## src/logic/scph_pkg.sv

```systemverilog
package scph_pkg;

  // configuration byte offsets of the function header
  localparam logic [7:0] OFF_IDENT      = 8'h00;
  localparam logic [7:0] OFF_CMD_STAT   = 8'h04;
  localparam logic [7:0] OFF_CLASS_REV  = 8'h08;
  localparam logic [7:0] OFF_HDR        = 8'h0c;
  localparam logic [7:0] OFF_GLOBAL_WIN = 8'h10;
  localparam logic [7:0] OFF_SOCKET1    = 8'h18;
  localparam logic [7:0] OFF_SUBSYS     = 8'h2c;
  localparam logic [7:0] OFF_CAP_START  = 8'h34;
  localparam logic [7:0] OFF_INT_LAT    = 8'h3c;
  localparam logic [7:0] OFF_PWR_HEAD   = 8'h44;
  localparam logic [7:0] OFF_PWR_CTL    = 8'h48;
  localparam logic [7:0] OFF_GEN_CTL    = 8'h4c;
  localparam logic [7:0] OFF_SUBSYS_AL  = 8'h50;
  localparam logic [7:0] OFF_CLASS_AL   = 8'h54;
  localparam logic [7:0] OFF_SETUP1     = 8'h58;
  localparam logic [7:0] OFF_SETUP2     = 8'h5c;
  localparam logic [7:0] OFF_RSV_FIRST  = 8'h60;

  // command register fields
  localparam logic [15:0] CMD_WR_MASK   = 16'h0542;
  localparam int          CMD_MEM_EN    = 1;
  // status register: fixed part, live interrupt bit and clear-by-one flag positions
  localparam logic [15:0] STAT_FIXED    = 16'h0210;
  localparam int          STAT_INT_BIT  = 3;
  localparam int          STAT_F0_BIT   = 11;
  localparam int          STAT_F1_BIT   = 14;
  localparam int          STAT_F2_BIT   = 15;

  localparam logic [7:0]  HDR_MULTIFUNC = 8'h80;
  localparam logic [7:0]  CAP_PTR       = 8'h44;
  localparam logic [7:0]  CAP_ID_PWR    = 8'h01;
  localparam logic [7:0]  INT_PIN_A     = 8'h01;
  // power control fields
  localparam int          PWR_PME_EN    = 8;
  localparam int          PWR_PME_STS   = 15;
  localparam logic [7:0]  PWR_BRIDGE_EXT = 8'h00;
  localparam logic [3:0]  BE_ALL        = 4'hf;

  typedef struct packed {
    logic        valid;
    logic        write;
    logic [2:0]  func;
    logic [7:0]  addr;
    logic [3:0]  be;
    logic [31:0] wdata;
  } scph_cfg_req_t;

  typedef struct packed {
    logic        ack;
    logic [31:0] rdata;
  } scph_cfg_rsp_t;

  typedef struct packed {
    logic        valid;
    logic [31:0] addr;
  } scph_mem_req_t;

endpackage : scph_pkg

```

## src/logic/scph_config_header.sv

```systemverilog
// Notes on behaviour
// - answers configuration accesses for function five
// - standard header, 60h-FCh reserved
// - fixed maker code at 00h, writes ignored
// - fixed function code at 02h, read-only
// - some bits cleared by global reset only
// - memory accesses answered only while enabled
// - writing one clears status flag, zero keeps
`timescale 1ns/1ns
`default_nettype none
module scph_config_header #(
  parameter logic [2:0]  FUNC_NUM   = 3'h5,
  parameter logic [15:0] MAKER_CODE = 16'h1234,  // arbitrary value
  parameter logic [15:0] FUNC_CODE  = 16'h5678,  // arbitrary value
  parameter logic [7:0]  REVISION   = 8'h00,
  parameter logic [23:0] CLASS_CODE = 24'h000000,
  parameter logic [15:0] PWR_CAPS   = 16'h0002,
  parameter int          WIN_BITS   = 12
) (
  input  wire logic                   clk_sys_in,
  input  wire logic                   nrst_in,
  input  wire logic                   nglobal_reset_in,
  input  wire scph_pkg::scph_cfg_req_t cfg_req_in,
  input  wire scph_pkg::scph_mem_req_t mem_req_in,
  input  wire logic [2:0]             status_event_in,
  input  wire logic                   int_pending_in,
  input  wire logic                   pme_event_in,
  output logic                        cfg_ack_out,
  output logic [31:0]                 cfg_rdata_out,
  output logic                        mem_hit_out,
  output logic [1:0]                  power_state_out
);
  import scph_pkg::*;

  // the window mask shift needs at least one kept base bit and four masked bits
  if (WIN_BITS < 4 || WIN_BITS > 31) begin : g_win_bits_check
    $error("WIN_BITS out of range");
  end

  typedef struct packed {
    logic        ack;
    logic [31:0] rdata;
    logic        mem_hit;
    logic [15:0] cmd;
    logic [2:0]  flags;
    logic [31:0] gbase;
    logic [31:0] sbase;
    logic [7:0]  int_line;
    logic [1:0]  pwr;
    logic        pme_en;
    logic        pme_sts;
    logic [15:0] gen_ctl;
    logic [31:0] subsys;
    logic [23:0] class_code;
    logic [31:0] setup1;
    logic [31:0] setup2;
  } scph_state_t;

  localparam logic [31:0] WIN_MASK = ~((32'h1 << WIN_BITS) - 32'h1);

  scph_state_t st_r;
  scph_state_t st_nxt;

  function automatic logic [31:0] scph_merge(input logic [31:0] old, input logic [31:0] wd,
                                             input logic [3:0] be);
    logic [31:0] m;
    m = old;
    for (int i = 0; i < 4; i++) begin
      if (be[i]) m[i*8 +: 8] = wd[i*8 +: 8];
    end
    return m;
  endfunction : scph_merge

  function automatic logic off_hit(input logic [7:0] a, input logic [7:0] off);
    return a[7:2] == off[7:2];
  endfunction : off_hit

  function automatic logic win_hit(input logic [31:0] a, input logic [31:0] base);
    return (a & WIN_MASK) == (base & WIN_MASK);
  endfunction : win_hit

  logic        sel;
  logic        wr;
  logic [31:0] wd;
  logic [3:0]  be;
  logic [7:0]  ad;
  logic [15:0] stat_rd;
  logic [31:0] clr;
  logic [31:0] mrg;

  always_comb begin
    st_nxt  = st_r;
    sel     = cfg_req_in.valid && (cfg_req_in.func == FUNC_NUM);
    wr      = sel && cfg_req_in.write;
    wd      = cfg_req_in.wdata;
    be      = cfg_req_in.be;
    ad      = cfg_req_in.addr;
    clr     = wr ? (wd & {{8{be[3]}}, {8{be[2]}}, {8{be[1]}}, {8{be[0]}}}) : 32'h0;
    mrg     = 32'h0;
    stat_rd = STAT_FIXED;
    stat_rd[STAT_INT_BIT] = int_pending_in;
    stat_rd[STAT_F0_BIT]  = st_r.flags[0];
    stat_rd[STAT_F1_BIT]  = st_r.flags[1];
    stat_rd[STAT_F2_BIT]  = st_r.flags[2];

    st_nxt.ack   = sel;
    st_nxt.rdata = 32'h0;
    if (sel && !cfg_req_in.write) begin
      if (off_hit(ad, OFF_IDENT)) begin
        st_nxt.rdata = {FUNC_CODE, MAKER_CODE};
      end else if (off_hit(ad, OFF_CMD_STAT)) begin
        st_nxt.rdata = {stat_rd, st_r.cmd};
      end else if (off_hit(ad, OFF_CLASS_REV)) begin
        st_nxt.rdata = {st_r.class_code, REVISION};
      end else if (off_hit(ad, OFF_HDR)) begin
        st_nxt.rdata = {8'h00, HDR_MULTIFUNC, 16'h0000};
      end else if (off_hit(ad, OFF_GLOBAL_WIN)) begin
        st_nxt.rdata = st_r.gbase;
      end else if (off_hit(ad, OFF_SOCKET1)) begin
        st_nxt.rdata = st_r.sbase;
      end else if (off_hit(ad, OFF_SUBSYS) || off_hit(ad, OFF_SUBSYS_AL)) begin
        st_nxt.rdata = st_r.subsys;
      end else if (off_hit(ad, OFF_CAP_START)) begin
        st_nxt.rdata = {24'h0, CAP_PTR};
      end else if (off_hit(ad, OFF_INT_LAT)) begin
        st_nxt.rdata = {16'h0, INT_PIN_A, st_r.int_line};
      end else if (off_hit(ad, OFF_PWR_HEAD)) begin
        st_nxt.rdata = {PWR_CAPS, 8'h00, CAP_ID_PWR};
      end else if (off_hit(ad, OFF_PWR_CTL)) begin
        st_nxt.rdata = {8'h00, PWR_BRIDGE_EXT, st_r.pme_sts, 6'h0, st_r.pme_en, 6'h0, st_r.pwr};
      end else if (off_hit(ad, OFF_GEN_CTL)) begin
        st_nxt.rdata = {16'h0, st_r.gen_ctl};
      end else if (off_hit(ad, OFF_CLASS_AL)) begin
        st_nxt.rdata = {8'h00, st_r.class_code};
      end else if (off_hit(ad, OFF_SETUP1)) begin
        st_nxt.rdata = st_r.setup1;
      end else if (off_hit(ad, OFF_SETUP2)) begin
        st_nxt.rdata = st_r.setup2;
      end
    end

    // writes; identity, fixed and reserved locations fall through untouched
    if (wr) begin
      if (off_hit(ad, OFF_CMD_STAT)) begin
        mrg        = scph_merge(32'(st_r.cmd), wd, be);
        st_nxt.cmd = mrg[15:0] & CMD_WR_MASK;
      end else if (off_hit(ad, OFF_GLOBAL_WIN)) begin
        st_nxt.gbase = scph_merge(st_r.gbase, wd, be) & WIN_MASK;
      end else if (off_hit(ad, OFF_SOCKET1)) begin
        st_nxt.sbase = scph_merge(st_r.sbase, wd, be) & WIN_MASK;
      end else if (off_hit(ad, OFF_INT_LAT)) begin
        mrg             = scph_merge(32'(st_r.int_line), wd, be);
        st_nxt.int_line = mrg[7:0];
      end else if (off_hit(ad, OFF_PWR_CTL)) begin
        mrg           = scph_merge(32'(st_r.pwr) | (32'(st_r.pme_en) << PWR_PME_EN), wd, be);
        st_nxt.pwr    = mrg[1:0];
        st_nxt.pme_en = mrg[PWR_PME_EN];
      end else if (off_hit(ad, OFF_GEN_CTL)) begin
        mrg            = scph_merge(32'(st_r.gen_ctl), wd, be);
        st_nxt.gen_ctl = mrg[15:0];
      end else if (off_hit(ad, OFF_SUBSYS_AL)) begin
        st_nxt.subsys = scph_merge(st_r.subsys, wd, be);
      end else if (off_hit(ad, OFF_CLASS_AL)) begin
        mrg               = scph_merge({8'h00, st_r.class_code}, wd, be);
        st_nxt.class_code = mrg[23:0];
      end else if (off_hit(ad, OFF_SETUP1)) begin
        st_nxt.setup1 = scph_merge(st_r.setup1, wd, be);
      end else if (off_hit(ad, OFF_SETUP2)) begin
        st_nxt.setup2 = scph_merge(st_r.setup2, wd, be);
      end
    end

    // clear by one, an event in the same cycle wins
    if (wr && off_hit(ad, OFF_CMD_STAT)) begin
      st_nxt.flags[0] = st_r.flags[0] & ~clr[16 + STAT_F0_BIT];
      st_nxt.flags[1] = st_r.flags[1] & ~clr[16 + STAT_F1_BIT];
      st_nxt.flags[2] = st_r.flags[2] & ~clr[16 + STAT_F2_BIT];
    end
    st_nxt.flags = st_nxt.flags | status_event_in;
    if (wr && off_hit(ad, OFF_PWR_CTL)) begin
      st_nxt.pme_sts = st_r.pme_sts & ~clr[PWR_PME_STS];
    end
    st_nxt.pme_sts = st_nxt.pme_sts | pme_event_in;

    st_nxt.mem_hit = mem_req_in.valid && st_r.cmd[CMD_MEM_EN] &&
                     (win_hit(mem_req_in.addr, st_r.gbase) || win_hit(mem_req_in.addr, st_r.sbase));

    if (!nglobal_reset_in) begin
      st_nxt = '0;
      st_nxt.class_code = CLASS_CODE;
    end else if (!nrst_in) begin
      // function reset keeps the subsystem pair, wake state and general control
      st_nxt            = '0;
      st_nxt.class_code = CLASS_CODE;
      st_nxt.subsys     = st_r.subsys;
      st_nxt.pme_en     = st_r.pme_en;
      st_nxt.pme_sts    = st_r.pme_sts;
      st_nxt.gen_ctl    = st_r.gen_ctl;
    end
  end

  always_ff @(posedge clk_sys_in) begin
    st_r <= st_nxt;
  end

  assign cfg_ack_out     = st_r.ack;
  assign cfg_rdata_out   = st_r.rdata;
  assign mem_hit_out     = st_r.mem_hit;
  assign power_state_out = st_r.pwr;
endmodule : scph_config_header
`default_nettype wire

```

## config.mk

```make
export PLATFORM = sky130hd
export DESIGN_NAME = scph_config_header
export DESIGN_NICKNAME = d
export VERILOG_FILES = /design/src/logic/scph_pkg.sv /design/src/logic/scph_config_header.sv
export SDC_FILE = /design/constraint.sdc
export NUM_CORES = 1
export LEC_CHECK = 0
export ABC_AREA = 1
export BUFFER_PORTS_ARGS = -buffer_cell sky130_fd_sc_hd__buf_2
export CAP_MARGIN = 20
export CORE_UTILIZATION = 50
export DETAILED_ROUTE_END_ITERATION = 10
export PLACE_DENSITY = 0.73
export SLEW_MARGIN = 20
export SYNTH_ARGS = -nofsm -noshare
export SYNTH_HDL_FRONTEND = slang
export SYNTH_SLANG_ARGS = --single-unit
```

## constraint.sdc

```tcl
create_clock -name clk_sys_in -period 2.05 [get_ports clk_sys_in]
set_clock_uncertainty 0.1 [all_clocks]
set_input_delay 0.615 -clock clk_sys_in [delete_from_list [all_inputs] [get_ports clk_sys_in]]
set_output_delay 0.615 -clock clk_sys_in [all_outputs]
set_load 0.03 [all_outputs]
```

== Word level (Yosys, flattened, before mapping) ==
Index checks and enable logic that the tools add are counted.

* Eq/ne operators: 18
* Multiplexer cells: 20
* Bitwise operators: 24
* Reductions and logical operators: 43

{| class="wikitable"
|+ Operator list
! cell !! count
|-
| $mux W32 || 15
|-
| $reduce_and A10 Y1 || 7
|-
| $reduce_and A12 Y1 || 4
|-
| $reduce_and A11 Y1 || 4
|-
| $eq A6 B5 Y1 const B || 7
|-
| $eq A20 B20 Y1 || 2
|-
| $and A32 B32 Y32 || 1
|-
| $mux W31 || 1
|-
| $eq A6 B4 Y1 const B || 3
|-
| $reduce_and A9 Y1 || 2
|-
| $not A1 Y1 || 16
|-
| $reduce_and A5 Y1 || 3
|-
| $eq A6 B2 Y1 const B || 2
|-
| $eq A6 B3 Y1 const B || 2
|-
| $reduce_and A4 Y1 || 3
|-
| $reduce_and A6 Y1 || 2
|-
| $or A2 B9 Y9 || 1
|-
| $reduce_and A3 Y1 || 3
|-
| $logic_and A1 B1 Y1 || 7
|-
| $reduce_and A7 Y1 || 1
|-
| $eq A6 B1 Y1 const B || 1
|-
| $logic_not A6 Y1 || 1
|-
| $reduce_or A5 Y1 || 1
|-
| $and A1 B1 Y1 || 4
|-
| other kinds (10) || 12
|}

* Register bits after elaboration: 229
* Input port bits: 90
* Output and inout bits: 36
* Word-level logic and storage cells: 140

== Longest topological paths before layout ==
Gate-level depths: netlist (run 1).

* Depth in word-level cells: 16
* Gate-level depth with buffers: 14
* Mapped depth without buffers: 13

== Worst setup path before layout (run 1) ==
No wires, ideal clock.

* Path type: in2reg
* Start: input port cfg_req_in[48] in the netlist's numbering
* End: register st_r[134] in the netlist's numbering
* Library setup time: 70 ps
* Data arrival time: 1866 ps
* Data required time: 1880 ps
* Path slack: 14 ps
* Stages on the path: 9
* Buffers on the path: 1
* Cell sequence: nand2_1 > nor3b_1 > inv_1 > nor2_8 > nand2_1 > nor3_2 > buf_2 > o21ai_0 > a21oi_1

* Word-level cells in the longest chain between the ends: 3

{| class="wikitable"
|+ Ends and longest elaborated chain
! item !! line !! RTL
|-
| start, declared || scph_config_header.sv:23 || <nowiki>input wire scph_pkg::scph_cfg_req_t cfg_req_in,</nowiki>
|-
| $logic_and A1 B1 Y1 || scph_config_header.sv:93 || <nowiki>sel = cfg_req_in.valid && (cfg_req_in.func == FUNC_NUM);</nowiki>
|-
| $logic_and A1 B1 Y1 || scph_config_header.sv:94 || <nowiki>wr = sel && cfg_req_in.write;</nowiki>
|-
| $reduce_and A9 Y1 (no source line) || n/a ||
|-
| end signal, assigned || scph_config_header.sv:203 || <nowiki>st_r <= st_nxt;</nowiki>
|-
| end, declared || scph_config_header.sv:61 || <nowiki>scph_state_t st_r;</nowiki>
|}

Every way passes these cells.
A chain may end at the register's enable or synchronous reset.

== Worst setup path after layout (run 1) ==
* Start: input port cfg_req_in[43] in the netlist's numbering
* End: register st_r, in the netlist cfg_rdata_out[9]

* Word-level cells in the longest chain between the ends: 16
* Elaborated cells between the ends (all ways): 32
* Classes of those cells: 15 x eq/ne; 15 x mux; 2 x reduce/logical

{| class="wikitable"
|+ Ends and longest elaborated chain
! item !! line !! RTL
|-
| $eq A6 B5 Y1 || scph_config_header.sv:75 || <nowiki>return a[7:2] == off[7:2];</nowiki>
|-
| $mux W32 || scph_config_header.sv:137 || <nowiki>end else if (off_hit(ad, OFF_SETUP2)) begin</nowiki>
|-
| $mux W32 || scph_config_header.sv:135 || <nowiki>end else if (off_hit(ad, OFF_SETUP1)) begin</nowiki>
|-
| $mux W32 || scph_config_header.sv:133 || <nowiki>end else if (off_hit(ad, OFF_CLASS_AL)) begin</nowiki>
|-
| $mux W32 || scph_config_header.sv:131 || <nowiki>end else if (off_hit(ad, OFF_GEN_CTL)) begin</nowiki>
|-
| $mux W32 || scph_config_header.sv:129 || <nowiki>end else if (off_hit(ad, OFF_PWR_CTL)) begin</nowiki>
|-
| $mux W32 || scph_config_header.sv:127 || <nowiki>end else if (off_hit(ad, OFF_PWR_HEAD)) begin</nowiki>
|-
| $mux W32 || scph_config_header.sv:125 || <nowiki>end else if (off_hit(ad, OFF_INT_LAT)) begin</nowiki>
|-
| $mux W32 || scph_config_header.sv:123 || <nowiki>end else if (off_hit(ad, OFF_CAP_START)) begin</nowiki>
|-
| $mux W32 || scph_config_header.sv:121 || <nowiki>end else if (off_hit(ad, OFF_SUBSYS) || off_hit(ad, OFF_SUBSYS_AL)) begin</nowiki>
|-
| $mux W32 || scph_config_header.sv:119 || <nowiki>end else if (off_hit(ad, OFF_SOCKET1)) begin</nowiki>
|-
| $mux W32 || scph_config_header.sv:117 || <nowiki>end else if (off_hit(ad, OFF_GLOBAL_WIN)) begin</nowiki>
|-
| $mux W32 || scph_config_header.sv:115 || <nowiki>end else if (off_hit(ad, OFF_HDR)) begin</nowiki>
|-
| $mux W32 || scph_config_header.sv:113 || <nowiki>end else if (off_hit(ad, OFF_CLASS_REV)) begin</nowiki>
|-
| $mux W32 || scph_config_header.sv:111 || <nowiki>end else if (off_hit(ad, OFF_CMD_STAT)) begin</nowiki>
|-
| $mux W31 * || scph_config_header.sv:109 || <nowiki>if (off_hit(ad, OFF_IDENT)) begin</nowiki>
|}

Every way passes the cells marked *; elsewhere a longest branch is shown, timed or not.

==> metrics.md, run 1 <==
| Metric | Value |
|---|---|
| Worst Max-Slew Pin Slew | 0.544 ns |
| Tcrit/Tclk final | 93.3% |
| Post-CTS Hold Buffers | 0 |
| Starting density of the core | 51.8% |
| CP arrival | 2.27 ns |
| Num CTS Buffers | 25 |
| YS warnings | 0 |
| DR WL/cell | 17.9 um |
| CP required | 2.40 ns |
| Area Growth Syn to Fin | 24.0% |
| Top FF cell, synth | dfxtp_1 |
| PwrDens | 767 mW/mm2 |
| CP endpoint kind | register |
| Max_cap viols | 0 |
| Clock sink count | 229 |
| Chip Height | 145 um |
| Largest family of logic cells by synthesized area | compound AO/OA/AOI/OAI gates |
| Post-synth top area cell | dfxtp_1 |
| Slew Limit Fails | 0 |
| Worst reg2reg setup slack | 0.54 ns |
| Register area share after synthesis | 44.9% |
| Max incr delay on CP | 0.28 ns |
| R2r endpoint | mem_hit_out$_SDFF_PN0_ |
| Hold WS | 0.198 ns |
| Top cells by area, synth | dfxtp_1, a21oi_1, o21ai_0 |
| Worst VDD drop | 604 uV |
| Hold path depth | 3 |
| CTS tree | built |
| Chip width | 145 um |
| Share of layout cells above drive strength 1 | 23.9% |
| # H-tree levels | 1 |
| Final setup violation count | 0 |
| Slowest-stage cell, CP | nor2_4 |
| Post-route minimum period | 1.91 ns |
| Remaining DRCs | 0 |
| Yosys cell types | 46 |
| Crit path cell chain | buf_2, inv_1, nand2_2, buf_4, nor2_4, buf_12, nand2_1, nand3_1, o21ai_0, nand4_1, o21ai_0, a21oi_1 |
| WL final | 31.7 mm |
| Grt ovf | 0 |
| Post-Place Worst Slack | -0.398 ns |
| Reg2reg start | st_r[161]$_SDFFE_PN0P_ |
| Mux contribution to synthesized area | 0% |
| Dpl cells | 1722 |
| CP Class | in2reg |
| Clk Latency, worst-skew pair | 0.53 ns |
| Worst min-delay path startpoint | pme_event_in |
| Yosys reg bits | 229 |
| Fin area | 0.0127 mm2 |
| WHS Endpoint | st_r[136]$_SDFFE_PN0P_ |
| GRT Resource Usage Total | 29.8% |
| Antenna Cells | 0 |
| Final Worst Setup Slack | 0.137 ns |
| Simple-Gate Fraction of Synth Area | 18.6% |
| Compound-Gate Fraction of Synth Area | 24.8% |
| Buf/Inv on CP | 4 |
| Vias/cell | 5.59 |
| CTS resizes | 0 |
| Async set-reset flop share out of synthesis | 0% |
| Number of synthesized flops with an enable pin | 0 |
| FP Rows | 51 |
| Largest net degree at the start of global routing | 66 |
| Avg Cell Area, Syn | 7.80 um2 |
| Top-Level Pins | 126 |
| Startpoint types | input pin |
| Post-Syn Nets | 1400 |
| Netlist Area Pre-Place | 0.0102 mm2 |
| Setup repair bufs after CTS | 0 |
| Final RePlAce weighted congestion | 0.936 |
| Detailed Place HPWL | 22.6 mm |
| First-pass GRT wire length | 49.8 mm |
| CP most frequent cell | o21ai_0 |
| Starting DRC count in detailed routing | 761 |
| Count leader, synth | dfxtp_1 |
| Number of global-route vias before repair | 9332 |
| Clock tree buffer depth | 3 |
| Top post-synthesis cells by count | dfxtp_1, a21oi_1, nand2_1 |
| Layout Cells excl Fill | 1769 |
| Achievable clock frequency | 523 MHz |
| Slew HR | 63.3% |
| Status | finished, final reports clean |
| Via count | 9881 |
| HP Class | in2reg |
| PortBufs | 111 |
| Yosys top cell area share | 44.9% |
| Post-DRT Antenna Nets | 0 |
| Final #Nets | 1576 |
| Critical Path Source | cfg_req_in[43] |
| Initial antenna violation count | 0 |
| Core area | 0.0197 mm2 |
| Placed cell area | 0.0118 mm2 |
| Clk root buf | clkbuf_16 |
| Final hold viol count | 0 |
| Leak pwr | 0.00551 uW |
| Setup TNS | 0 ns |
| DR pass1 iterations | 5 |
| Adder-cell share of the synthesized area | 0% |
| Worst-path clk slew | 0.06 ns |
| Crit path max-delay family | simple AND/OR/NAND/NOR gates |
| CP max FO | 8 |
| Die ar. | 0.0210 mm2 |
| Mapped Cells | 1310 |
| R2R cell count | 7 |
| XOR/XNOR share of the synthesized area | 2.23% |
[metal layers]
layer,part of all wire (%),routed length [um],GRT usage [%],up-vias
li1,-,-,-,4796
met1,42,13200,38.1,4619
met2,47,14900,49.5,391
met3,6.9,2200,4.09,75
met4,4.2,1350,13.7,0
met5,0,0,0,-
[worst min-delay path: stages]
cell and delay [ns]:
buf_2 0.08, nand2_1 0.04, o21ai_0 0.06
[cells by family after synthesis]
group / after synthesis
AOI/OAI and AO/OA: 461
xor gates and xnor gates: 26
buffers and inverters: 206
DFF: 229
and+or+nand+nor: 388
[sequential cells by signal (all words and copies together) (netlist names)]
name,count
power_state_out,2
st_r,193
cfg_rdata_out,32
cfg_ack_out,1
mem_hit_out,1
[final cells by class]
type                            instances  area, um2
Multi-Input combinational cell        875       4670
Clock inverter                          9        153
Sequential cell                       229       4580
Clock buffer                           36        707
Fill cell                            1713       7050
Timing Repair Buffer                  248       1820
Inverter                              107        404
Tap cell                              265        332
[through the flow]
| stage | power [uW] | utilization (%) |
|---|---|---|
| final | 9710 | 64.2 |
| after global routing | 9960 | 64.2 |
| after detailed placement | 5050 | 59.7 |
| after floorplan | 4790 | - |
| after CTS | 9720 | 64.0 |
| after global placement | 5050 | 59.7 |
[cell usage in the layout, fill, tap and decap left out, types with 7 or more instances in the layout]
| cell | count |
|---|---|
| a211oi_1 | 59 |
| a21oi_1 | 192 |
| buf_12 | 19 |
| buf_2 | 111 |
| buf_4 | 118 |
| clkbuf_1 | 7 |
| clkbuf_16 | 25 |
| dfxtp_1 | 229 |
| inv_1 | 90 |
| inv_2 | 16 |
| nand2_1 | 177 |
| nand3_1 | 37 |
| nand4_1 | 21 |
| nor2_1 | 84 |
| nor2_2 | 12 |
| nor2_4 | 15 |
| o211ai_1 | 10 |
| o21ai_0 | 174 |
| o21ai_1 | 10 |
| or2_2 | 8 |
| xnor2_1 | 11 |
| xor2_1 | 15 |
[worst max path at each step]
stage | to | slack [ns] | cells past startpoint
2_1_floorplan | st_r[134]$_SDFFE_PN0P_ | 0.01 | 9
3_3_place_gp | st_r[5]$_SDFFE_PN0P_ | -0.35 | 9
3_5_place_dp | st_r[6]$_SDFFE_PN0P_ | -0.40 | 9
4_1_cts | st_r[6]$_SDFFE_PN0P_ | 0.13 | 9
5_1_grt | cfg_rdata_out[1]$_SDFF_PP0_ | -0.003 | 15
6_report | cfg_rdata_out[9]$_SDFF_PN0_ | 0.14 | 12
[power breakdown]
part           switching [uW]  internal (uW)
Combinational             329            177
Clock                    1850           2900
Sequential               2.69           4450
(Power assumes the default switching activity.)
==> inputs of run 2 (changes only) <==
- ABC_AREA: 1 -> unset
==> metrics.md, run 2 <==
| Metric | Value |
|---|---|
| Number of global-route vias before repair | 9823 |
| Final hold viol count | 0 |
| Post-DRT Antenna Nets | 0 |
| WL final | 35.2 mm |
| R2R cell count | 4 |
| Starting density of the core | 50.8% |
| Crit path max-delay family | compound AO/OA/AOI/OAI gates |
| Achievable clock frequency | 509 MHz |
| Slew Limit Fails | 0 |
| Reg2reg start | st_r[19]$_SDFFE_PN0P_ |
| Clock tree buffer depth | 3 |
| Register area share after synthesis | 43.0% |
| Simple-Gate Fraction of Synth Area | 18.0% |
| Async set-reset flop share out of synthesis | 0% |
| HP Class | in2reg |
| Clock sink count | 229 |
| Max_cap viols | 0 |
| FP Rows | 53 |
| Post-Place Worst Slack | -0.411 ns |
| Crit path cell chain | buf_2, and4b_1, nand3b_1, a21oi_1, buf_4, o221ai_1, o22ai_1 |
| Slew HR | 69.4% |
| Largest net degree at the start of global routing | 86 |
| Status | finished, final reports clean |
| Final Core Density | 63.8% |
| CP required | 2.38 ns |
| First-pass GRT wire length | 54.5 mm |
| Leak pwr | 0.00528 uW |
| Fin area | 0.0134 mm2 |
| Clk Latency, worst-skew pair | 0.53 ns |
| XOR/XNOR share of the synthesized area | 3.29% |
| Die ar. | 0.0219 mm2 |
| Netlist Area Pre-Place | 0.0107 mm2 |
| Critical Path Source | cfg_req_in[45] |
| GRT Resource Usage Total | 31.9% |
| Mux contribution to synthesized area | 8.72% |
| Mapped Cells | 1239 |
| Area Growth Syn to Fin | 25.5% |
| Top cells by area, synth | dfxtp_1, a21oi_1, mux2i_1 |
| Chip Height | 148 um |
| Final #Nets | 1527 |
| Slowest-stage cell, CP | and4b_1 |
| Num CTS Buffers | 25 |
| Tcrit/Tclk final | 95.9% |
| Post-synth top area cell | dfxtp_1 |
| Worst-path clk slew | 0.06 ns |
| Initial antenna violation count | 2 |
| Worst Max-Slew Pin Slew | 0.459 ns |
| Buf/Inv on CP | 2 |
| Post-Syn Nets | 1329 |
| Via count | 10400 |
| Post-route minimum period | 1.97 ns |
| Top post-synthesis cells by count | dfxtp_1, nand2_1, a21oi_1 |
| Detailed Place HPWL | 25.6 mm |
| Grt ovf | 0 |
| Final Worst Setup Slack | 0.0839 ns |
| CP endpoint kind | register |
| Most frequent cells in the layout | dfxtp_1, nand2_1, a21oi_1, buf_4 |
| Max incr delay on CP | 0.38 ns |
| Adder-cell share of the synthesized area | 0% |
| Crit path depth | 7 |
| Avg Cell Area, Syn | 8.60 um2 |
| Most common cell after layout, fill and taps aside | dfxtp_1 |
| Remaining DRCs | 0 |
| Worst min-delay path startpoint | status_event_in[0] |
| Clk root buf | clkbuf_16 |
| Largest register FFs | 193 |
| Hold path depth | 3 |
| Chip width | 148 um |
| PortBufs | 111 |
| Yosys cell types | 69 |
| Final setup violation count | 0 |
| Share of layout cells above drive strength 1 | 26.9% |
| Core area | 0.0210 mm2 |
| PwrDens | 724 mW/mm2 |
| Top-Level Pins | 126 |
| # H-tree levels | 1 |
| Largest family of logic cells by synthesized area | compound AO/OA/AOI/OAI gates |
| Post-CTS Hold Buffers | 0 |
| Startpoint types | input pin |
| Number of synthesized flops with an enable pin | 0 |
| DR pass1 iterations | 6 |
| Yosys top cell area share | 43.0% |
| Reg with most FFs | st_r |
| Final RePlAce weighted congestion | 0.978 |
| Starting DRC count in detailed routing | 964 |
| Placed cell area | 0.0125 mm2 |
| Unrepaired setup endpoints after global routing | no |
| YS warnings | 0 |
| CP arrival | 2.30 ns |
| CTS tree | built |
| Vias/cell | 6.02 |
| Yosys reg bits | 229 |
| Top FF cell, synth | dfxtp_1 |
| CP Class | in2reg |
| DR WL/cell | 20.3 um |
| Compound-Gate Fraction of Synth Area | 20.6% |
| CP max FO | 5 |
| Count leader, synth | dfxtp_1 |
| Worst VDD drop | 637 uV |
[run 2: worst paths after layout]
path	slack [ns]	to
setup / recovery	0.08	cfg_rdata_out[20]$_SDFF_PN0_
hold / removal	0.20	st_r[212]$_SDFF_PN0_
setup reg to reg	0.55	cfg_rdata_out[19]$_SDFF_PN0_
hold reg to reg	0.35	st_r[100]$_SDFFE_PN0P_
[run 2: tightest hold or removal path, stage by stage]
cell	delay, ns
buf_2	0.08
a21oi_1	0.03
nor2_1	0.07
[run 2: logic make-up (layout without fill, tap and decap cells)]
group / count (synthesis) / after routing
other: 0 / 1
xor gates and xnor gates: 40 / 40
AOI/OAI and AO/OA: 368 / 368
buffers and inverters: 121 / 338
muxes: 91 / 91
and+or+nand+nor: 390 / 390
DFF: 229 / 229
[run 2: power breakdown]
| group | total (uW) | internal (uW) | switching (uW) |
|---|---|---|---|
| Combinational | 638 | 240 | 398 |
| Clock | 4580 | 2690 | 1890 |
| Sequential | 4460 | 4450 | 3.06 |
| Total | 9680 | 7380 | 2300 |
[run 2: per-stage QoR]
stage | hold slack, ns | power [uW] | std cells | TNS [ns]
2_1_floorplan | 0.329 | 4820 | 1239 | -1.75
3_3_place_gp | 0.339 | 5170 | 1685 | -55.38
3_5_place_dp | 0.341 | 5170 | 1685 | -60.63
4_1_cts | 0.187 | 9680 | 1731 | 0
5_1_grt | 0.216 | 9930 | 1732 | 0
6_report | 0.196 | 9680 | 1732 | 0
[run 2: metal layers]
metal / part of all wire [%] / track usage (%) / wire length (um)
met5: 0 / 0 / 0
met4: 4.1 / 14.4 / 1460
met3: 10 / 6.23 / 3610
met2: 44 / 49.7 / 15600
met1: 41 / 42.6 / 14500
[run 2: cell type report]
| class | count | area, um2 |
|---|---|---|
| multi-input combinational | 889 | 5450 |
| inverter | 5 | 18.8 |
| timing repair buffer | 287 | 2130 |
| antenna | 1 | 2.50 |
| clock inverter | 14 | 143 |
| sequential | 229 | 4580 |
| clock buffer | 32 | 702 |
| tap | 275 | 344 |
| fill | 1771 | 7580 |
[run 2: repair_timing]
action                                  in CTS  in global routing
endpoints found under the setup margin       0                  2
resized for setup                            0                  1
buffers inserted                             0                  0
==> inputs of run 3 (changes only) <==
- CTS_BUF_LIST: unset -> sky130_fd_sc_hd__clkbuf_16
==> metrics.md, run 3 (same netlist as run 2, synthesis figures left out) <==
| Metric | Value |
|---|---|
| CP max FO | 5 |
| Leak pwr | 0.00526 uW |
| Starting DRC count in detailed routing | 1042 |
| Chip width | 148 um |
| Chip Height | 148 um |
| R2r endpoint | cfg_rdata_out[19]$_SDFF_PN0_ |
| Status | finished, final reports clean |
| Final #Nets | 1527 |
| PortBufs | 111 |
| First-pass GRT wire length | 54.4 mm |
| Tcrit/Tclk final | 95.2% |
| FP Rows | 53 |
| Remaining DRCs | 0 |
| Startpoint types | input pin |
| PwrDens | 710 mW/mm2 |
| Hold path depth | 3 |
| Largest net degree at the start of global routing | 86 |
| Reg with most FFs | st_r |
| Most frequent cells in the layout | dfxtp_1, nand2_1, a21oi_1, buf_4 |
| Worst reg2reg setup slack | 0.56 ns |
| Unrepaired setup endpoints after global routing | no |
| Die ar. | 0.0219 mm2 |
| Starting density of the core | 50.8% |
| FILL cells | 1778 |
| Worst min-delay path startpoint | status_event_in[0] |
| Reg2reg start | st_r[19]$_SDFFE_PN0P_ |
| Grt ovf | 0 |
| CP arrival | 2.28 ns |
| Final setup violation count | 0 |
| DR WL/cell | 20.3 um |
| WHS Endpoint | st_r[212]$_SDFF_PN0_ |
| Worst VDD drop | 635 uV |
| Via count | 10400 |
| Clk root buf | clkbuf_16 |
| Detailed Place HPWL | 25.6 mm |
| Clk Latency, worst-skew pair | 0.53 ns |
| Worst-path clk slew | 0.06 ns |
| Clock sink count | 229 |
| Largest register FFs | 193 |
| GRT Resource Usage Total | 31.9% |
| CP endpoint kind | register |
| # H-tree levels | 1 |
| CP required | 2.38 ns |
| R2R cell count | 4 |
| Final RePlAce weighted congestion | 0.978 |
| DR pass1 iterations | 5 |
| Achievable clock frequency | 512 MHz |
| Post-route minimum period | 1.95 ns |
| Clock tree buffer depth | 3 |
| Num CTS Buffers | 25 |
| CP Class | in2reg |
| HP Class | in2reg |
| Final hold viol count | 0 |
| Area Growth Syn to Fin | 25.0% |
| Core area | 0.0210 mm2 |
| Share of layout cells above drive strength 1 | 26.5% |
| Top-Level Pins | 126 |
| Max_cap viols | 0 |
| CTS tree | built |
| Fin area | 0.0133 mm2 |
| Most common cell after layout, fill and taps aside | dfxtp_1 |
| Slew HR | 70.3% |
| Setup repair bufs after CTS | 0 |
| Slew Limit Fails | 0 |
| Placed cell area | 0.0125 mm2 |
| Post-DRT Antenna Nets | 0 |
| Initial antenna violation count | 2 |
| Worst Max-Slew Pin Slew | 0.446 ns |
| Vias/cell | 6.01 |
| Hold WS | 0.195 ns |
| WL final | 35.1 mm |
| Total power | 9460 uW |
| Number of global-route vias before repair | 9812 |
run 3: cell count changes in the layout (fill, tap and decap cells not counted), sizes merged:
cell,before,now
inv,6,8
clkinv,8,13
clkbuf,32,25
run 3: cell type report:
cell class	count	area, um2	share of cell area (%)
Multi-Input combinational cell	889	5450	40.9
Sequential cell	229	4580	34.4
Timing Repair Buffer	287	2130	16.0
Clock buffer	25	626	4.70
Tap cell	275	344	2.58
Clock inverter	21	169	1.27
Inverter	5	18.8	0.141
Antenna cell	1	2.50	0.0188
run 3: per-layer routing:
layer / share of wire [%] / global-route usage, % / up-vias
met4: 4.1 / 14.6 / 0
met3: 9.7 / 6.33 / 105
met2: 44 / 49.6 / 604
li1: - / - / 4784
met1: 42 / 42.7 / 4924
met5: 0 / 0 / -
run 3: worst max-delay path by stage:
stage,startpoint,to,slack [ns],depth (start not counted)
after floorplan,cfg_req_in[43],cfg_rdata_out[6]$_SDFF_PP0_,-0.08,8
after global placement,cfg_req_in[45],cfg_rdata_out[17]$_SDFF_PP0_,-0.42,7
after detailed placement,cfg_req_in[45],cfg_rdata_out[17]$_SDFF_PP0_,-0.41,7
after CTS,cfg_req_in[45],cfg_rdata_out[17]$_SDFF_PP0_,0.12,7
after global routing,cfg_req_in[45],st_r[45]$_SDFFE_PN0P_,0.006,9
final,cfg_req_in[45],cfg_rdata_out[20]$_SDFF_PN0_,0.1,7
run 3: what timing repair did:
item | 4_1_cts | 5_1_grt
hold endpoints to repair | 0 | 0
gates resized for setup | 0 | 1
hold buffers | 0 | 0
setup endpoints to repair | 0 | 2
run 3: critical path, cell delays in order:
cell      delay (ns)
buf_2           0.09
and4b_1         0.38
nand3b_1        0.24
a21oi_1         0.32
buf_4           0.21
o221ai_1        0.16
o22ai_1         0.26
run 3: where the power goes:
part | switching (uW) | total, uW | internal (uW)
logic | 398 | 638 | 240
clock network | 1880 | 4370 | 2490
registers | 3.10 | 4460 | 4450
run 3: metrics by stage:
step	setup slack, ns	utilization, %	setup TNS [ns]	instances
after floorplan	-0.0836	-	-1.75	1239
after global placement	-0.424	59.8	-55.38	1685
after detailed placement	-0.411	59.8	-60.63	1685
after CTS	0.121	63.5	0	1731
after global routing	0.00638	63.6	0	1732
final	0.0980	63.6	0	1732
